[src/shared/gmt_pkg.sv]
// Package for the gated modulo timer: register offsets, field positions,
// reset values, clock select codes and divider counts.
// Assumes a 10 MHz system clock driving the block.
package gmt_pkg;
    localparam int unsigned sys_clk_hz = 10000000;
    localparam int unsigned rate0_hz = 100000;
    localparam int unsigned rate1_hz = 10000;
    localparam int unsigned rate2_hz = 2000;
    localparam int unsigned rate3_hz = 1000;
    localparam int unsigned div0_cycles = sys_clk_hz / rate0_hz;
    localparam int unsigned div1_cycles = sys_clk_hz / rate1_hz;
    localparam int unsigned div2_cycles = sys_clk_hz / rate2_hz;
    localparam int unsigned div3_cycles = sys_clk_hz / rate3_hz;
    localparam int unsigned div_width = 14;

    localparam logic [7:0] addr_match = 8'h1a;
    localparam logic [7:0] addr_clkrun = 8'h2b;
    localparam logic [7:0] addr_mode = 8'h2c;
    localparam logic [7:0] addr_count = 8'h2d;

    localparam int unsigned clk_sel_lo_bit = 0;
    localparam int unsigned clk_sel_hi_bit = 1;
    localparam int unsigned count_clear_bit = 2;
    localparam int unsigned run_enable_bit = 3;
    localparam int unsigned gate_mode_bit = 0;
    localparam int unsigned open_edge_bit = 1;
    localparam int unsigned close_edge_bit = 2;
    localparam int unsigned overflow_bit = 3;

    localparam logic [3:0] clkrun_reset = 4'h0;
    localparam logic [3:0] mode_reset = 4'h0;
    localparam logic [7:0] match_reset = 8'hff;

    typedef enum logic [1:0] {
        sel_100k = 2'b00,
        sel_10k = 2'b01,
        sel_2k = 2'b10,
        sel_1k = 2'b11
    } clk_sel_t;
endpackage

[src/verilog/gated_modulo_timer8.sv]
// Gated modulo timer: 8-bit counter of a selectable basic clock, modulo or
// external gate measurement mode, with register access via the data buffer.
// Assumes the CPU side presents synchronous strobes and the gate pin is
// already synchronous to clk_i.
// Summary of operation
// - Two-bit select picks 100, 10, 2 or 1 kHz basic clock.
// - 8-bit counter counts ticks; modulo match raises interrupt request.
// - Writing 1 to clear bit zeroes counter; bit always reads 0.
// - Run enable bit starts or stops counting.
// - Clock select register resets to zero; CE reset keeps it.
// - Mode bit 0 selects modulo or gate counter mode.
// - Mode bit 1 picks the gate opening edge.
// - Mode bit 2 picks the gate closing edge.
// - Each edge is selectable as rising or falling.
// - Mode bit 3 records counter overflow.
// - Counter overflow raises the interrupt request.
// - In gate mode the closing edge raises the interrupt request.
// - Counting needs run enable, and in gate mode also gate open.
// - In gate mode a modulo match raises no interrupt.
// - Match register resets to all ones; CE reset keeps it.
// - CPU reads counter and reads or writes match value.
// - Start takes effect at next tick; stop takes effect at once.
// - Counter clear is aligned to the basic clock.
`timescale 1ns/1ps
module gated_modulo_timer8 (
    input wire logic clk_i,
    input wire logic rst_i,
    input wire logic ce_rst_i,
    input wire logic [7:0] addr_i,
    input wire logic wr_i,
    input wire logic rd_i,
    input wire logic [7:0] data_buffer_i,
    output logic [7:0] data_buffer_o,
    output logic rd_valid_o,
    input wire logic gate_input_pin_i,
    output logic timer_irq_request_o,
    output logic [7:0] timer_count_value_o
);
    import gmt_pkg::*;

    ////////////////////////////////////////////////////////////////////////
    // Registers and decode.

    logic [3:0] clkrun_q;
    logic [2:0] mode_q;
    logic overflow_flag_q;
    logic [7:0] timer_match_value_q;
    logic [7:0] count_q;
    logic clear_pend_q;
    logic gate_open_q;
    logic gate_prev_q;
    logic tick;

    wire wr_match = wr_i && (addr_i == addr_match);
    wire wr_clkrun = wr_i && (addr_i == addr_clkrun);
    wire wr_mode = wr_i && (addr_i == addr_mode);
    wire run_enable = clkrun_q[run_enable_bit];
    wire gate_mode_select = mode_q[gate_mode_bit];
    wire gate_open_edge = mode_q[open_edge_bit];
    wire gate_close_edge = mode_q[close_edge_bit];
    wire clk_sel_hi = clkrun_q[clk_sel_hi_bit];
    wire clk_sel_lo = clkrun_q[clk_sel_lo_bit];
    wire clk_sel_t sel = clk_sel_t'({clk_sel_hi, clk_sel_lo});

    ////////////////////////////////////////////////////////////////////////
    // Gate edge detection. Edge select bit 1 means rising, 0 falling.

    wire rise = gate_input_pin_i && !gate_prev_q;
    wire fall = !gate_input_pin_i && gate_prev_q;
    wire open_ev = gate_open_edge ? rise : fall;
    wire close_ev = gate_close_edge ? rise : fall;
    wire gate_ok = !gate_mode_select || gate_open_q;
    // Stopping is immediate because the enable is sampled at each tick.
    wire count_en = tick && run_enable && gate_ok;
    wire at_top = (count_q == 8'hff);
    wire match = (count_q == timer_match_value_q);
    wire ovf_ev = count_en && at_top;
    wire match_irq = count_en && !gate_mode_select && match;
    wire close_irq = gate_mode_select && gate_open_q && close_ev;
    wire irq_d = match_irq || ovf_ev || close_irq;

    logic [7:0] rd_mux;
    assign rd_mux = (addr_i == addr_match) ? timer_match_value_q :
                    (addr_i == addr_clkrun) ? {4'h0, run_enable, 1'b0, clk_sel_hi, clk_sel_lo} :
                    (addr_i == addr_mode) ? {4'h0, overflow_flag_q, mode_q} :
                    (addr_i == addr_count) ? count_q : 8'h00;

    gmt_tick_gen u_tick (
        .clk_i(clk_i),
        .rst_i(rst_i),
        .sel_i(sel),
        .tick_o(tick)
    );

    ////////////////////////////////////////////////////////////////////////
    // Configuration registers: full reset only, CE reset retains them.

    always_ff @(posedge clk_i) begin
        if (rst_i) begin
            clkrun_q <= clkrun_reset;
            mode_q <= mode_reset[2:0];
            timer_match_value_q <= match_reset;
        end else begin
            if (wr_clkrun) begin
                clkrun_q <= {data_buffer_i[3], 1'b0, data_buffer_i[1:0]};
            end
            if (wr_mode) begin
                mode_q <= data_buffer_i[2:0];
            end
            if (wr_match) begin
                timer_match_value_q <= data_buffer_i;
            end
        end
    end

    ////////////////////////////////////////////////////////////////////////
    // Overflow flag: hardware set wins over a software write of zero.

    always_ff @(posedge clk_i) begin
        if (rst_i || ce_rst_i) begin
            overflow_flag_q <= 1'b0;
        end else if (ovf_ev) begin
            overflow_flag_q <= 1'b1;
        end else if (wr_mode) begin
            overflow_flag_q <= data_buffer_i[overflow_bit];
        end
    end

    ////////////////////////////////////////////////////////////////////////
    // Gate state.

    always_ff @(posedge clk_i) begin
        if (rst_i) begin
            gate_prev_q <= 1'b0;
            gate_open_q <= 1'b0;
        end else begin
            gate_prev_q <= gate_input_pin_i;
            if (!gate_mode_select) begin
                gate_open_q <= 1'b0;
            end else if (gate_open_q && close_ev) begin
                gate_open_q <= 1'b0;
            end else if (!gate_open_q && open_ev) begin
                gate_open_q <= 1'b1;
            end
        end
    end

    ////////////////////////////////////////////////////////////////////////
    // Counter. A clear request waits for the next basic tick so that the
    // restart lines up with the basic clock.

    always_ff @(posedge clk_i) begin
        if (rst_i || ce_rst_i) begin
            count_q <= 8'h00;
            clear_pend_q <= 1'b0;
        end else begin
            if (wr_clkrun && data_buffer_i[count_clear_bit]) begin
                clear_pend_q <= 1'b1;
            end else if (tick) begin
                clear_pend_q <= 1'b0;
            end
            if (tick && clear_pend_q) begin
                count_q <= 8'h00;
            end else if (match_irq) begin
                count_q <= 8'h00;
            end else if (count_en) begin
                count_q <= count_q + 8'h01;
            end
        end
    end

    ////////////////////////////////////////////////////////////////////////
    // Outputs.

    always_ff @(posedge clk_i) begin
        if (rst_i) begin
            timer_irq_request_o <= 1'b0;
            data_buffer_o <= 8'h00;
            rd_valid_o <= 1'b0;
            timer_count_value_o <= 8'h00;
        end else begin
            timer_irq_request_o <= irq_d;
            rd_valid_o <= rd_i;
            data_buffer_o <= rd_i ? rd_mux : data_buffer_o;
            timer_count_value_o <= count_q;
        end
    end

    ////////////////////////////////////////////////////////////////////////
    // Assertions.

    property p_match_irq;
        @(posedge clk_i) disable iff (rst_i)
        (tick && run_enable && !gate_mode_select && match && !clear_pend_q && !ce_rst_i)
            |=> timer_irq_request_o && count_q == 8'h00;
    endproperty
    match_irq_a: assert property (p_match_irq) else $error("match irq missing");

    stopped_hold_a: assert property (@(posedge clk_i) disable iff (rst_i)
        (!run_enable && !clear_pend_q && !ce_rst_i) |=> $stable(count_q))
        else $error("counter moved while stopped");

    clear_reads_zero_a: assert property (@(posedge clk_i) disable iff (rst_i)
        (rd_i && addr_i == addr_clkrun) |=> !data_buffer_o[count_clear_bit])
        else $error("clear bit read as one");

    ovf_flag_set_a: assert property (@(posedge clk_i) disable iff (rst_i)
        (ovf_ev && !ce_rst_i) |=> overflow_flag_q && timer_irq_request_o)
        else $error("overflow not recorded");

    gate_no_match_a: assert property (@(posedge clk_i) disable iff (rst_i)
        (gate_mode_select && !close_irq && !ovf_ev) |=> !timer_irq_request_o)
        else $error("irq in gate mode");

    close_irq_a: assert property (@(posedge clk_i) disable iff (rst_i)
        (gate_mode_select && gate_open_q && close_ev) |=> timer_irq_request_o && !gate_open_q)
        else $error("gate close irq missing");

    gated_count_a: assert property (@(posedge clk_i) disable iff (rst_i)
        (gate_mode_select && !gate_open_q && !clear_pend_q && !ce_rst_i) |=> $stable(count_q))
        else $error("count with gate shut");

    clear_aligned_a: assert property (@(posedge clk_i) disable iff (rst_i)
        (clear_pend_q && !tick && !ce_rst_i) |=> $stable(count_q) || count_q == 8'h00)
        else $error("clear not tick aligned");

    match_reset_a: assert property (@(posedge clk_i)
        rst_i |=> timer_match_value_q == match_reset && clkrun_q == clkrun_reset)
        else $error("bad reset value");

    match_cov_c: cover property (@(posedge clk_i) match_irq);
    close_cov_c: cover property (@(posedge clk_i) close_irq);
    ovf_cov_c: cover property (@(posedge clk_i) ovf_ev);
endmodule

[src/verilog/gmt_tick_gen.sv]
// Basic clock tick generator: four divided enable strobes from the system clock.
// Assumes one synchronous clock domain; picks one strobe by the select code.
`timescale 1ns/1ps
module gmt_tick_gen
    import gmt_pkg::*;
(
    input wire logic clk_i,
    input wire logic rst_i,
    input wire gmt_pkg::clk_sel_t sel_i,
    output logic tick_o
);
    import gmt_pkg::*;

    function automatic logic [div_width-1:0] wrap_at(input int unsigned n);
        wrap_at = div_width'(n - 1);
    endfunction

    logic [div_width-1:0] cnt0_q, cnt1_q, cnt2_q, cnt3_q;
    wire w0 = (cnt0_q == wrap_at(div0_cycles));
    wire w1 = (cnt1_q == wrap_at(div1_cycles));
    wire w2 = (cnt2_q == wrap_at(div2_cycles));
    wire w3 = (cnt3_q == wrap_at(div3_cycles));
    logic pick_d;

    // The dividers free-run so a select change takes effect at the next
    // tick of the new rate, with up to one new clock of error.
    always_ff @(posedge clk_i) begin
        if (rst_i) begin
            cnt0_q <= '0;
            cnt1_q <= '0;
            cnt2_q <= '0;
            cnt3_q <= '0;
        end else begin
            cnt0_q <= w0 ? '0 : cnt0_q + 1'b1;
            cnt1_q <= w1 ? '0 : cnt1_q + 1'b1;
            cnt2_q <= w2 ? '0 : cnt2_q + 1'b1;
            cnt3_q <= w3 ? '0 : cnt3_q + 1'b1;
        end
    end

    always_comb begin
        case (sel_i)
            sel_100k: pick_d = w0;
            sel_10k: pick_d = w1;
            sel_2k: pick_d = w2;
            sel_1k: pick_d = w3;
            default: pick_d = 1'b0;
        endcase
    end

    always_ff @(posedge clk_i) begin
        if (rst_i) begin
            tick_o <= 1'b0;
        end else begin
            tick_o <= pick_d;
        end
    end
endmodule
[config.mk]
export PLATFORM = sky130hd
export DESIGN_NAME = gated_modulo_timer8
export DESIGN_NICKNAME = d
export VERILOG_FILES = /design/src/shared/gmt_pkg.sv /design/src/verilog/gated_modulo_timer8.sv /design/src/verilog/gmt_tick_gen.sv
export SDC_FILE = /design/constraint.sdc
export NUM_CORES = 1
export LEC_CHECK = 0
export ABC_CLOCK_PERIOD_IN_PS = 4200
export BUFFER_PORTS_ARGS = -buffer_cell sky130_fd_sc_hd__clkbuf_2
export CORE_MARGIN = 2
export CORE_UTILIZATION = 55
export CTS_CLUSTER_DIAMETER = 60
export DETAILED_ROUTE_END_ITERATION = 8
export PLACE_DENSITY = 0.81
export SLEW_MARGIN = 10
export SYNTH_ARGS = -nofsm -noshare
export SYNTH_HDL_FRONTEND = slang
export SYNTH_SLANG_ARGS = --single-unit
[constraint.sdc]
create_clock -name clk_i -period 4.2 [get_ports clk_i]
set_input_delay 0.63 -clock clk_i [delete_from_list [all_inputs] [get_ports clk_i]]
set_output_delay 0.63 -clock clk_i [all_outputs]
set_load 0.01 [all_outputs]
# == After elaboration in Yosys (flattened, before gate mapping) ==
# Index checks and enable logic that the tools add are counted.
# totals
regBits,101
inputBits,22
output_inout_bits,18
# op_classes
addsub,5
n_eq_ne,13
n_mux,11
bitwise_logic,1
reduce_logical,33
# ops
operator,n
14-bit by 1-bit adder with 14-bit output (second input constant),4
8-bit 2-to-1 mux,4
8-bit by 6-bit == test with 1-bit output (second input constant),3
1-bit logical AND,16
14-bit by 10-bit == test with 1-bit output (second input constant),1
14-bit by 13-bit == test with 1-bit output (second input constant),1
14-bit == test (second input constant),1
14-bit by 7-bit == test with 1-bit output (second input constant),1
8-bit by 1-bit adder with 8-bit output (second input constant),1
8-bit by 5-bit == test with 1-bit output (second input constant),1
8-bit == test,1
8-bit == test (second input constant),1
2-bit OR reduction,4
1-bit 2-to-1 mux,6
3-bit OR reduction,2
2-bit == test (second input constant),2
1-bit logical NOT,4
1-bit logical OR,4
1-bit one-hot mux with 4 select lines,1
2-bit nonzero test,2
2-bit by 1-bit == test with 1-bit output (second input constant),1
2-bit logical NOT,1
1-bit NOT,1

# == Logic depth before layout (Yosys ltp) ==
# Gate-level depths: netlist (run 1).
# depth
depth_word,7
ltp_mapped,7

# == Hierarchy ==
# From an unflattened synthesis (run 1), not the netlist that was laid out.
# unflattened
hier_cells,508
area_unflattened_um2,4491.8
# modules_own_cells
mod,n_inst,cells_each,area_per_inst_um2,seq_area_each_um2
gmt_tick_gen,1,280,2429.8,1141.1
gated_modulo_timer8,1,228,2062.0,880.8

# == Least setup slack after synthesis (run 1) ==
# No wires, ideal clock.
# synth_timing
path_type,input to register
startpoint,input port addr_i[7]
endpoint,register timer_match_value_q[0]
setup_ns,0.120
arrival_ns,1.958
required_ns,4.080
path_slack_ns,2.123
stages,5
path_cell_list,or4b_4 nor4_4 buf_4 nor2b_1 a211o_1
# synth_via
elab_chain_cells,2
# synth_lines
item,line,rtl
from (decl),gated_modulo_timer8.sv:29,"input wire logic [7:0] addr_i,"
8-bit by 5-bit == test with 1-bit output,gated_modulo_timer8.sv:54,wire wr_match = wr_i && (addr_i == addr_match);
1-bit logical AND,gated_modulo_timer8.sv:54,
to (signal assigned),gated_modulo_timer8.sv:102,timer_match_value_q <= match_reset;
to (signal assigned),gated_modulo_timer8.sv:111,timer_match_value_q <= data_buffer_i;
to (decl),gated_modulo_timer8.sv:47,logic [7:0] timer_match_value_q;
# Every way passes these cells.
# A chain may end at the register's enable or synchronous reset.

# == Worst setup path in the final report (run 1) ==
# layout_timing
startpoint,register u_tick.cnt0_q[0]
endpoint,register u_tick.cnt0_q[10]
# layout_via
elab_chain_cells,2
elab_cells_between_ends,3
classes_between,add/sub (1); eq/ne (1); reduce/logical (1)
# layout_lines
item,line,rtl
from (decl),gmt_tick_gen.sv:18,"logic [div_width-1:0] cnt0_q, cnt1_q, cnt2_q, cnt3_q;"
from (signal assigned),gmt_tick_gen.sv:34,cnt0_q <= w0 ? '0 : cnt0_q + 1'b1;
"parallel branches: the longest is 2 deep, another holds 14-bit by 1-bit adder with 14-bit output",-,
# Parallel ways; which one is timed is not known.

==> impl_metrics.tcl, run 1 <==
set metrics [dict create \
    endpoint_kind "register" \
    clk_path_buf_depth 2 \
    timing.final.crit_share 0.562 \
    cts_setup_buffers 0 \
    syn_to_final_growth_pct 9.19 \
    place_hpwl_um 6170 \
    die_area_um2 8880 \
    wl_um 8710 \
    fin_tns_setup_ns 0 \
    yosysMostFrequentCell "dfxtp_1" \
    critPathArrivalTime_ns 2.58 \
    worstHoldPathCells 1 \
    cts.repair.resized 0 \
    htree_levels 3 \
    via_count 3578 \
    die_h_um 94.3 \
    power_density_nw_per_um2 327 \
    place.gp.congestion 0.905 \
    layout-drive-gt1-share 0.123 \
    antenna_cells 0 \
    yosysTopAreaCell "dfxtp_1" \
    ys_ff_latch 101 \
    nFillCells 692 \
    dr.pass1.iters 4 \
    outcome "completed" \
    whs_ns 0.448 \
    cp-start-kind "register" \
    path_max_fanout 14 \
    wl_per_cell_um 13.7 \
    r2r_start "u_tick.cnt0_q[0]" \
    yosysSeqAreaShare 0.451 \
    track_usage 0.217 \
    crit_path_start "u_tick.cnt0_q[0]" \
    rows 32 \
    cts_tree "built" \
    critPathKind "reg -> reg" \
    hp-class "reg -> reg" \
    leakagePower_nw 1.67 \
    crit_required_ns 4.42 \
    cts_made_buffers 9 \
    clock_skew_ns 0.00778 \
    holdCritStartpoint "u_tick.cnt2_q[0]" \
    dp.cells 623 \
    antenna_found_initial 0 \
    vias_per_cell 5.61 \
    pin_count 40 \
    worst_r2r_path_depth 5 \
    ys_top_cells_by_area "dfxtp_1 (45%), xnor2_1 (8.8%), nor2_1 (7.0%), nor3_1 (4.1%), xor2_1 (3.5%)" \
    coreArea_um2 7810 \
    ir_worst_vdd_uv 199 \
    regArea_um2 2020 \
    initial_core_util 0.574 \
    drt_iter0_drc 125 \
    synth.top_cell.area_share 0.451 \
    setup_viol 0 \
    grt_max_degree 50 \
    synth.top_cells.by_count "dfxtp_1 (101), nor2_1 (84), xnor2_1 (45)" \
    grt_first_pass_wirelength_um 15200 \
    syn_nets 527 \
    synth-main-ff-cell "dfxtp_1" \
    netlist_area_um2 4480 \
    gr-total-overflow 0 \
    worstMarginPinSlew_ns 0.983 \
    fmaxAchievable_mhz 424 \
    cap_violations 0 \
    grt_pass1_vias 3460 \
    clk_pin_slew_ns 0.09 \
    worst_skew_pair.late_latency_ns 0.36 \
    cts_sinks 101 \
    cts_root_buf "clkbuf_8" \
    synth_edf_count 0 \
    worstHoldEndpoint "u_tick.cnt2_q[0]" \
    nets 559 \
    synth_warnings 0 \
    route.detailed.drc 0 \
    finalWorstPathRequiredPeriod_ns 2.36 \
    synth_cell_types 48 \
    drv_slew 0 \
    timing.rr.end "u_tick.cnt0_q[10]" \
    cts_hold_buf 0 \
    synth.avg_cell_area_um2 8.96 \
    portBuffers 39 \
    postSynthCellCount 500 \
    async_flop_share 0 \
    slew_headroom 0.345 \
    rrSetupSlack_ns 1.84 \
    multiInputGateArea_um2 2310 \
    rsz0062_at_grt "false" \
    hold_violations 0 \
    final_cells 638 \
    chipWidth_um 94.3 \
    postRouteAntennaNets 0 \
]
placed cells by master, fill, tap and decap left out, types with 6 or more instances in the layout:
master    synthesis  layout
nor3_1           37      37
clkbuf_8          0      10
nand3_1          22      22
clkbuf_2          0      39
inv_1            19      19
or3_1             6       6
nor2b_1          18      18
nand2_1          20      20
dfxtp_1         101     101
nor4_1           18      18
nand4_1          15      15
a211o_1           9       9
nor2_1           84      84
a221oi_1          6       6
xor2_1           18      18
mux2i_1           9       9
xnor2_1          45      45
final cells by class:
| cell class | instances | share of cell area |
|---|---|---|
| multi-input cells | 361 | 0.471 |
| clock buffers | 11 | 0.0289 |
| well taps | 102 | 0.0261 |
| clock inverters | 4 | 0.00512 |
| inverters | 20 | 0.0153 |
| flip-flops and latches | 101 | 0.413 |
| repair buffers | 39 | 0.0399 |
logic make-up after synthesis:
| family | after synthesis | share of synthesized area |
|---|---|---|
| AND/OR/NAND/NOR | 252 | 0.298 |
| flip-flops | 101 | 0.451 |
| XOR/XNOR | 63 | 0.123 |
| buffers and inverters | 38 | 0.0341 |
| AO/OA/AOI/OAI | 29 | 0.0519 |
| multiplexers | 12 | 0.0276 |
| adder cells (fa/ha/maj) | 5 | 0.0140 |
worst max-delay path: stages, from the launching register on:
cell and delay, ns:
dfxtp_1 0.40, ha_1 0.26, or3b_2 0.46, nor4_1 0.34, or2_0 0.64, nor2_1 0.11
where the power goes:
group	internal, W	total (W)	switching (W)
registers	0.000972	0.000985	0.0000134
logic	0.0000313	0.0000800	0.0000487
clock network	0.000226	0.000534	0.000308
total	0.00123	0.00160	0.000370
worst max path at each step:
| stage | cells past startpoint | to |
|---|---|---|
| 2_1_floorplan | 5 | timer_match_value_q[0] |
| 3_3_place_gp | 5 | data_buffer_o[3] |
| 3_5_place_dp | 5 | data_buffer_o[3] |
| 4_1_cts | 5 | u_tick.cnt0_q[9] |
| 5_1_grt | 5 | u_tick.cnt0_q[13] |
| 6_report | 5 | u_tick.cnt0_q[10] |
metrics by stage:
step	power, W	setup WS (ns)	cell area (µm²)	utilization
floorplan	0.00106	2.12	4480	-
global placement	0.00108	1.74	4730	0.605
detailed placement	0.00109	1.76	4730	0.605
CTS	0.00162	1.81	4890	0.627
global route	0.00167	1.56	4890	0.627
finish	0.00160	1.84	4890	0.627
routing by layer:
metal  part of all wire  wire [µm]  GRT usage  up-vias
met4              0.024        205      0.106        0
met3              0.043        373     0.0554       17
li1                   -          -          -     1808
met1               0.46       4000      0.263     1686
met5                  0          0          0        -
met2               0.47       4130      0.357       67
sequential cells by signal (all words and copies together) (netlist names), 3 cells and up:
register             cells
clkrun_q                 3
count_q                  8
data_buffer_o            8
mode_q                   3
timer_count_value_o      8
timer_match_value_q      8
u_tick.cnt0_q           14
u_tick.cnt1_q           14
u_tick.cnt2_q           14
u_tick.cnt3_q           14
Note: power is estimated with default switching activity, not from simulation.
==> inputs of run 2 (changes only) <==
--- a/config.mk
+++ b/config.mk
@@ -5,13 +5,14 @@
 export SDC_FILE = /design/constraint.sdc
 export NUM_CORES = 1
 export LEC_CHECK = 0
-export ABC_CLOCK_PERIOD_IN_PS = 4200
+export ABC_AREA = 1
+export ABC_CLOCK_PERIOD_IN_PS = 2450
 export BUFFER_PORTS_ARGS = -buffer_cell sky130_fd_sc_hd__clkbuf_2
 export CORE_MARGIN = 2
 export CORE_UTILIZATION = 55
 export CTS_CLUSTER_DIAMETER = 60
 export DETAILED_ROUTE_END_ITERATION = 8
-export PLACE_DENSITY = 0.81
+export PLACE_DENSITY = 0.8
 export SLEW_MARGIN = 10
 export SYNTH_ARGS = -nofsm -noshare
 export SYNTH_HDL_FRONTEND = slang
==> constraint.sdc (replaced) <==
create_clock -name clk_i -period 2.45 [get_ports clk_i]
set_input_delay 0.3675 -clock clk_i [delete_from_list [all_inputs] [get_ports clk_i]]
set_output_delay 0.3675 -clock clk_i [all_outputs]
set_load 0.01 [all_outputs]
==> run 2 against run 1 <==
Net effect: critical path depth up 5; largest cell class unchanged; via count up 17%; count of clock-buffer cells in the layout down 2; die area up 5.1%; highest routed layer unchanged; sequential share of layout area down 2.2 points; non-clock buffer count up 2; synthesized cell count up 32%.
==> impl_metrics.tcl, run 2 <==
set metrics [dict create \
    crit_required_ns 2.72 \
    leakagePower_nw 2.16 \
    timing.final.crit_share 0.707 \
    cts_sinks 101 \
    holdCritStartpoint "data_buffer_i[6]" \
    layout-drive-gt1-share 0.118 \
    chipWidth_um 96.6 \
    postRouteAntennaNets 0 \
    finalWorstPathRequiredPeriod_ns 1.73 \
    portBuffers 39 \
    rsz0062_at_grt "false" \
    via_count 4172 \
    place.gp.congestion 0.953 \
    yosysMostFrequentCell "nand2_1" \
    cts_setup_buffers 0 \
    synth.avg_cell_area_um2 7.16 \
    netlist_area_um2 4720 \
    synth.top_cells.by_count "nand2_1 (133), dfxtp_1 (101), inv_1 (99)" \
    synth-main-ff-cell "dfxtp_1" \
    place_area_um2 5000 \
    netSwitchingFraction 0.245 \
    crit_slowest_cell "dfxtp_1" \
    grt_first_pass_wirelength_um 16700 \
    clk_path_buf_depth 2 \
    antenna_found_initial 0 \
    die_h_um 96.6 \
    nFillCells 770 \
    cellInternalPower_w 0.00209 \
    setup_viol 0 \
    die_area_um2 9340 \
    grt_pass1_vias 3873 \
    crit_path_start "u_tick.cnt3_q[0]" \
    place_hpwl_um 7290 \
    synth.top_cell.area_share 0.429 \
    rows 33 \
    antenna_cells 0 \
    path_cells "ha_1 -> nand2_1 -> inv_1 -> nand2_1 -> nor2_1 -> nand3_1 -> nand2_1 -> inv_1 -> nand3_1 -> inv_1" \
    track_usage 0.210 \
    synth_warnings 0 \
    cpLargestDelayFamily "simple AND/OR/NAND/NOR gates" \
    hp-class "in -> reg" \
    fmaxAchievable_mhz 578 \
    yosysSeqAreaShare 0.429 \
    hold_violations 0 \
    dpl_worst_slack_ns 0.731 \
    cts_hold_buf 0 \
    finish.instance_area_um2 5170 \
    final_cell_mix "nand2_1 (133), dfxtp_1 (101), inv_1 (99)" \
    outcome "completed" \
    r2r_start "u_tick.cnt3_q[0]" \
    critPathKind "reg -> reg" \
    cts_root_buf "clkbuf_8" \
    power_density_nw_per_um2 535 \
    wl_per_cell_um 11.9 \
    setup_ws_ns 0.719 \
    route.detailed.drc 0 \
    wl_um 9600 \
    critPathMaxStageDelay_ns 0.37 \
    ir_worst_vdd_uv 394 \
    async_flop_share 0 \
    cp.buffers_inverters 3 \
    seqPwrFrac 0.607 \
    cts.repair.resized 0 \
    cp-start-kind "register" \
    drv_slew 0 \
    drt_iter0_drc 234 \
    regArea_um2 2020 \
    cts_tree "built" \
    coreArea_um2 8260 \
    fin_tns_setup_ns 0 \
    whs_ns 0.230 \
    initial_core_util 0.571 \
    ys_ff_latch 101 \
    cap_violations 0 \
    dr.pass1.iters 4 \
    clock_skew_ns 0.00833 \
    syn_nets 686 \
    synth_cell_types 39 \
    combPwrFrac 0.050 \
    p_switching_w 0.000676 \
    worstMarginPinSlew_ns 0.550 \
    nets 728 \
    final_common_cell "nand2_1" \
    cts_made_buffers 9 \
    slew_headroom 0.632 \
    multiInputGateArea_um2 2250 \
    critPathArrivalTime_ns 2.00 \
    vias_per_cell 5.16 \
    pin_count 40 \
    clk_pin_slew_ns 0.10 \
    ys_top_cells_by_area "dfxtp_1 (43%), nand2_1 (11%), inv_1 (7.9%), nor2_1 (7.6%), nand3_1 (5.4%)" \
    path_max_fanout 12 \
    endpoint_kind "register" \
    fin_total_pwr_w 0.00276 \
    synth_edf_count 0 \
    htree_levels 3 \
    yosysTopAreaCell "dfxtp_1" \
    grt_max_degree 18 \
    worst_skew_pair.late_latency_ns 0.36 \
    gr-total-overflow 0 \
    syn_to_final_growth_pct 9.55 \
    postSynthCellCount 659 \
    p_clk_frac 0.342 \
]
## run 2: cell count changes in the layout (fill, tap and decap cells not counted), sizes merged, moves of 18 or more
cell,previous run,this run
a21oi,3,34
inv,19,107
nand2,20,136
nand3,22,55
nor2b,18,0
nor4,20,0
o21ai,2,29
xnor2,45,8
## run 2: worst paths after layout
path,end,slack (ns),cells past startpoint
hold reg to reg,u_tick.cnt1_q[0],0.45,1
setup / recovery,u_tick.cnt3_q[10],0.72,10
hold / removal,timer_match_value_q[6],0.23,3
setup reg to reg,u_tick.cnt3_q[10],0.72,10
## run 2: routing by layer
layer	up-vias	global-route usage	wire length, µm
met5	-	0	0
met4	0	0.0455	107
met3	11	0.0491	456
met2	101	0.364	4540
met1	1890	0.267	4490
li1	2170	-	-
## run 2: cells by family after synthesis
logic type | Yosys count | synth area share
compound gates | 76 | 0.0886
xor+xnor | 27 | 0.0501
fa+ha+maj | 5 | 0.0133
buf+inv | 113 | 0.0947
flops | 101 | 0.429
simple gates | 337 | 0.325
## run 2: metrics by stage
stage / utilization / std cells
5_1_grt: 0.626 / 809
6_report: 0.626 / 809
2_1_floorplan: - / 659
4_1_cts: 0.626 / 809
3_5_place_dp: 0.605 / 795
3_3_place_gp: 0.605 / 795
## run 2: layout make-up
type | count | share of cell area
flip-flops and latches | 101 | 0.391
repair buffers | 41 | 0.0407
multi-input cells | 445 | 0.435
well taps | 105 | 0.0254
clock inverters | 5 | 0.00871
inverters | 103 | 0.0748
clock buffers | 9 | 0.0240
## run 2: worst min-delay path: stages
cell	delay, ns
clkbuf_2	0.08
nand2_1	0.05
nand3_1	0.06
## run 2: power by group through the flow
stage / Combinational (W) / Sequential [W] / Clock (W)
floorplan: 0.0000886 / 0.00172 / 0
finish: 0.000139 / 0.00168 / 0.000947
detailed placement: 0.000139 / 0.00172 / 0
global route: 0.000159 / 0.00168 / 0.00103
global placement: 0.000135 / 0.00172 / 0
CTS: 0.000140 / 0.00168 / 0.000973
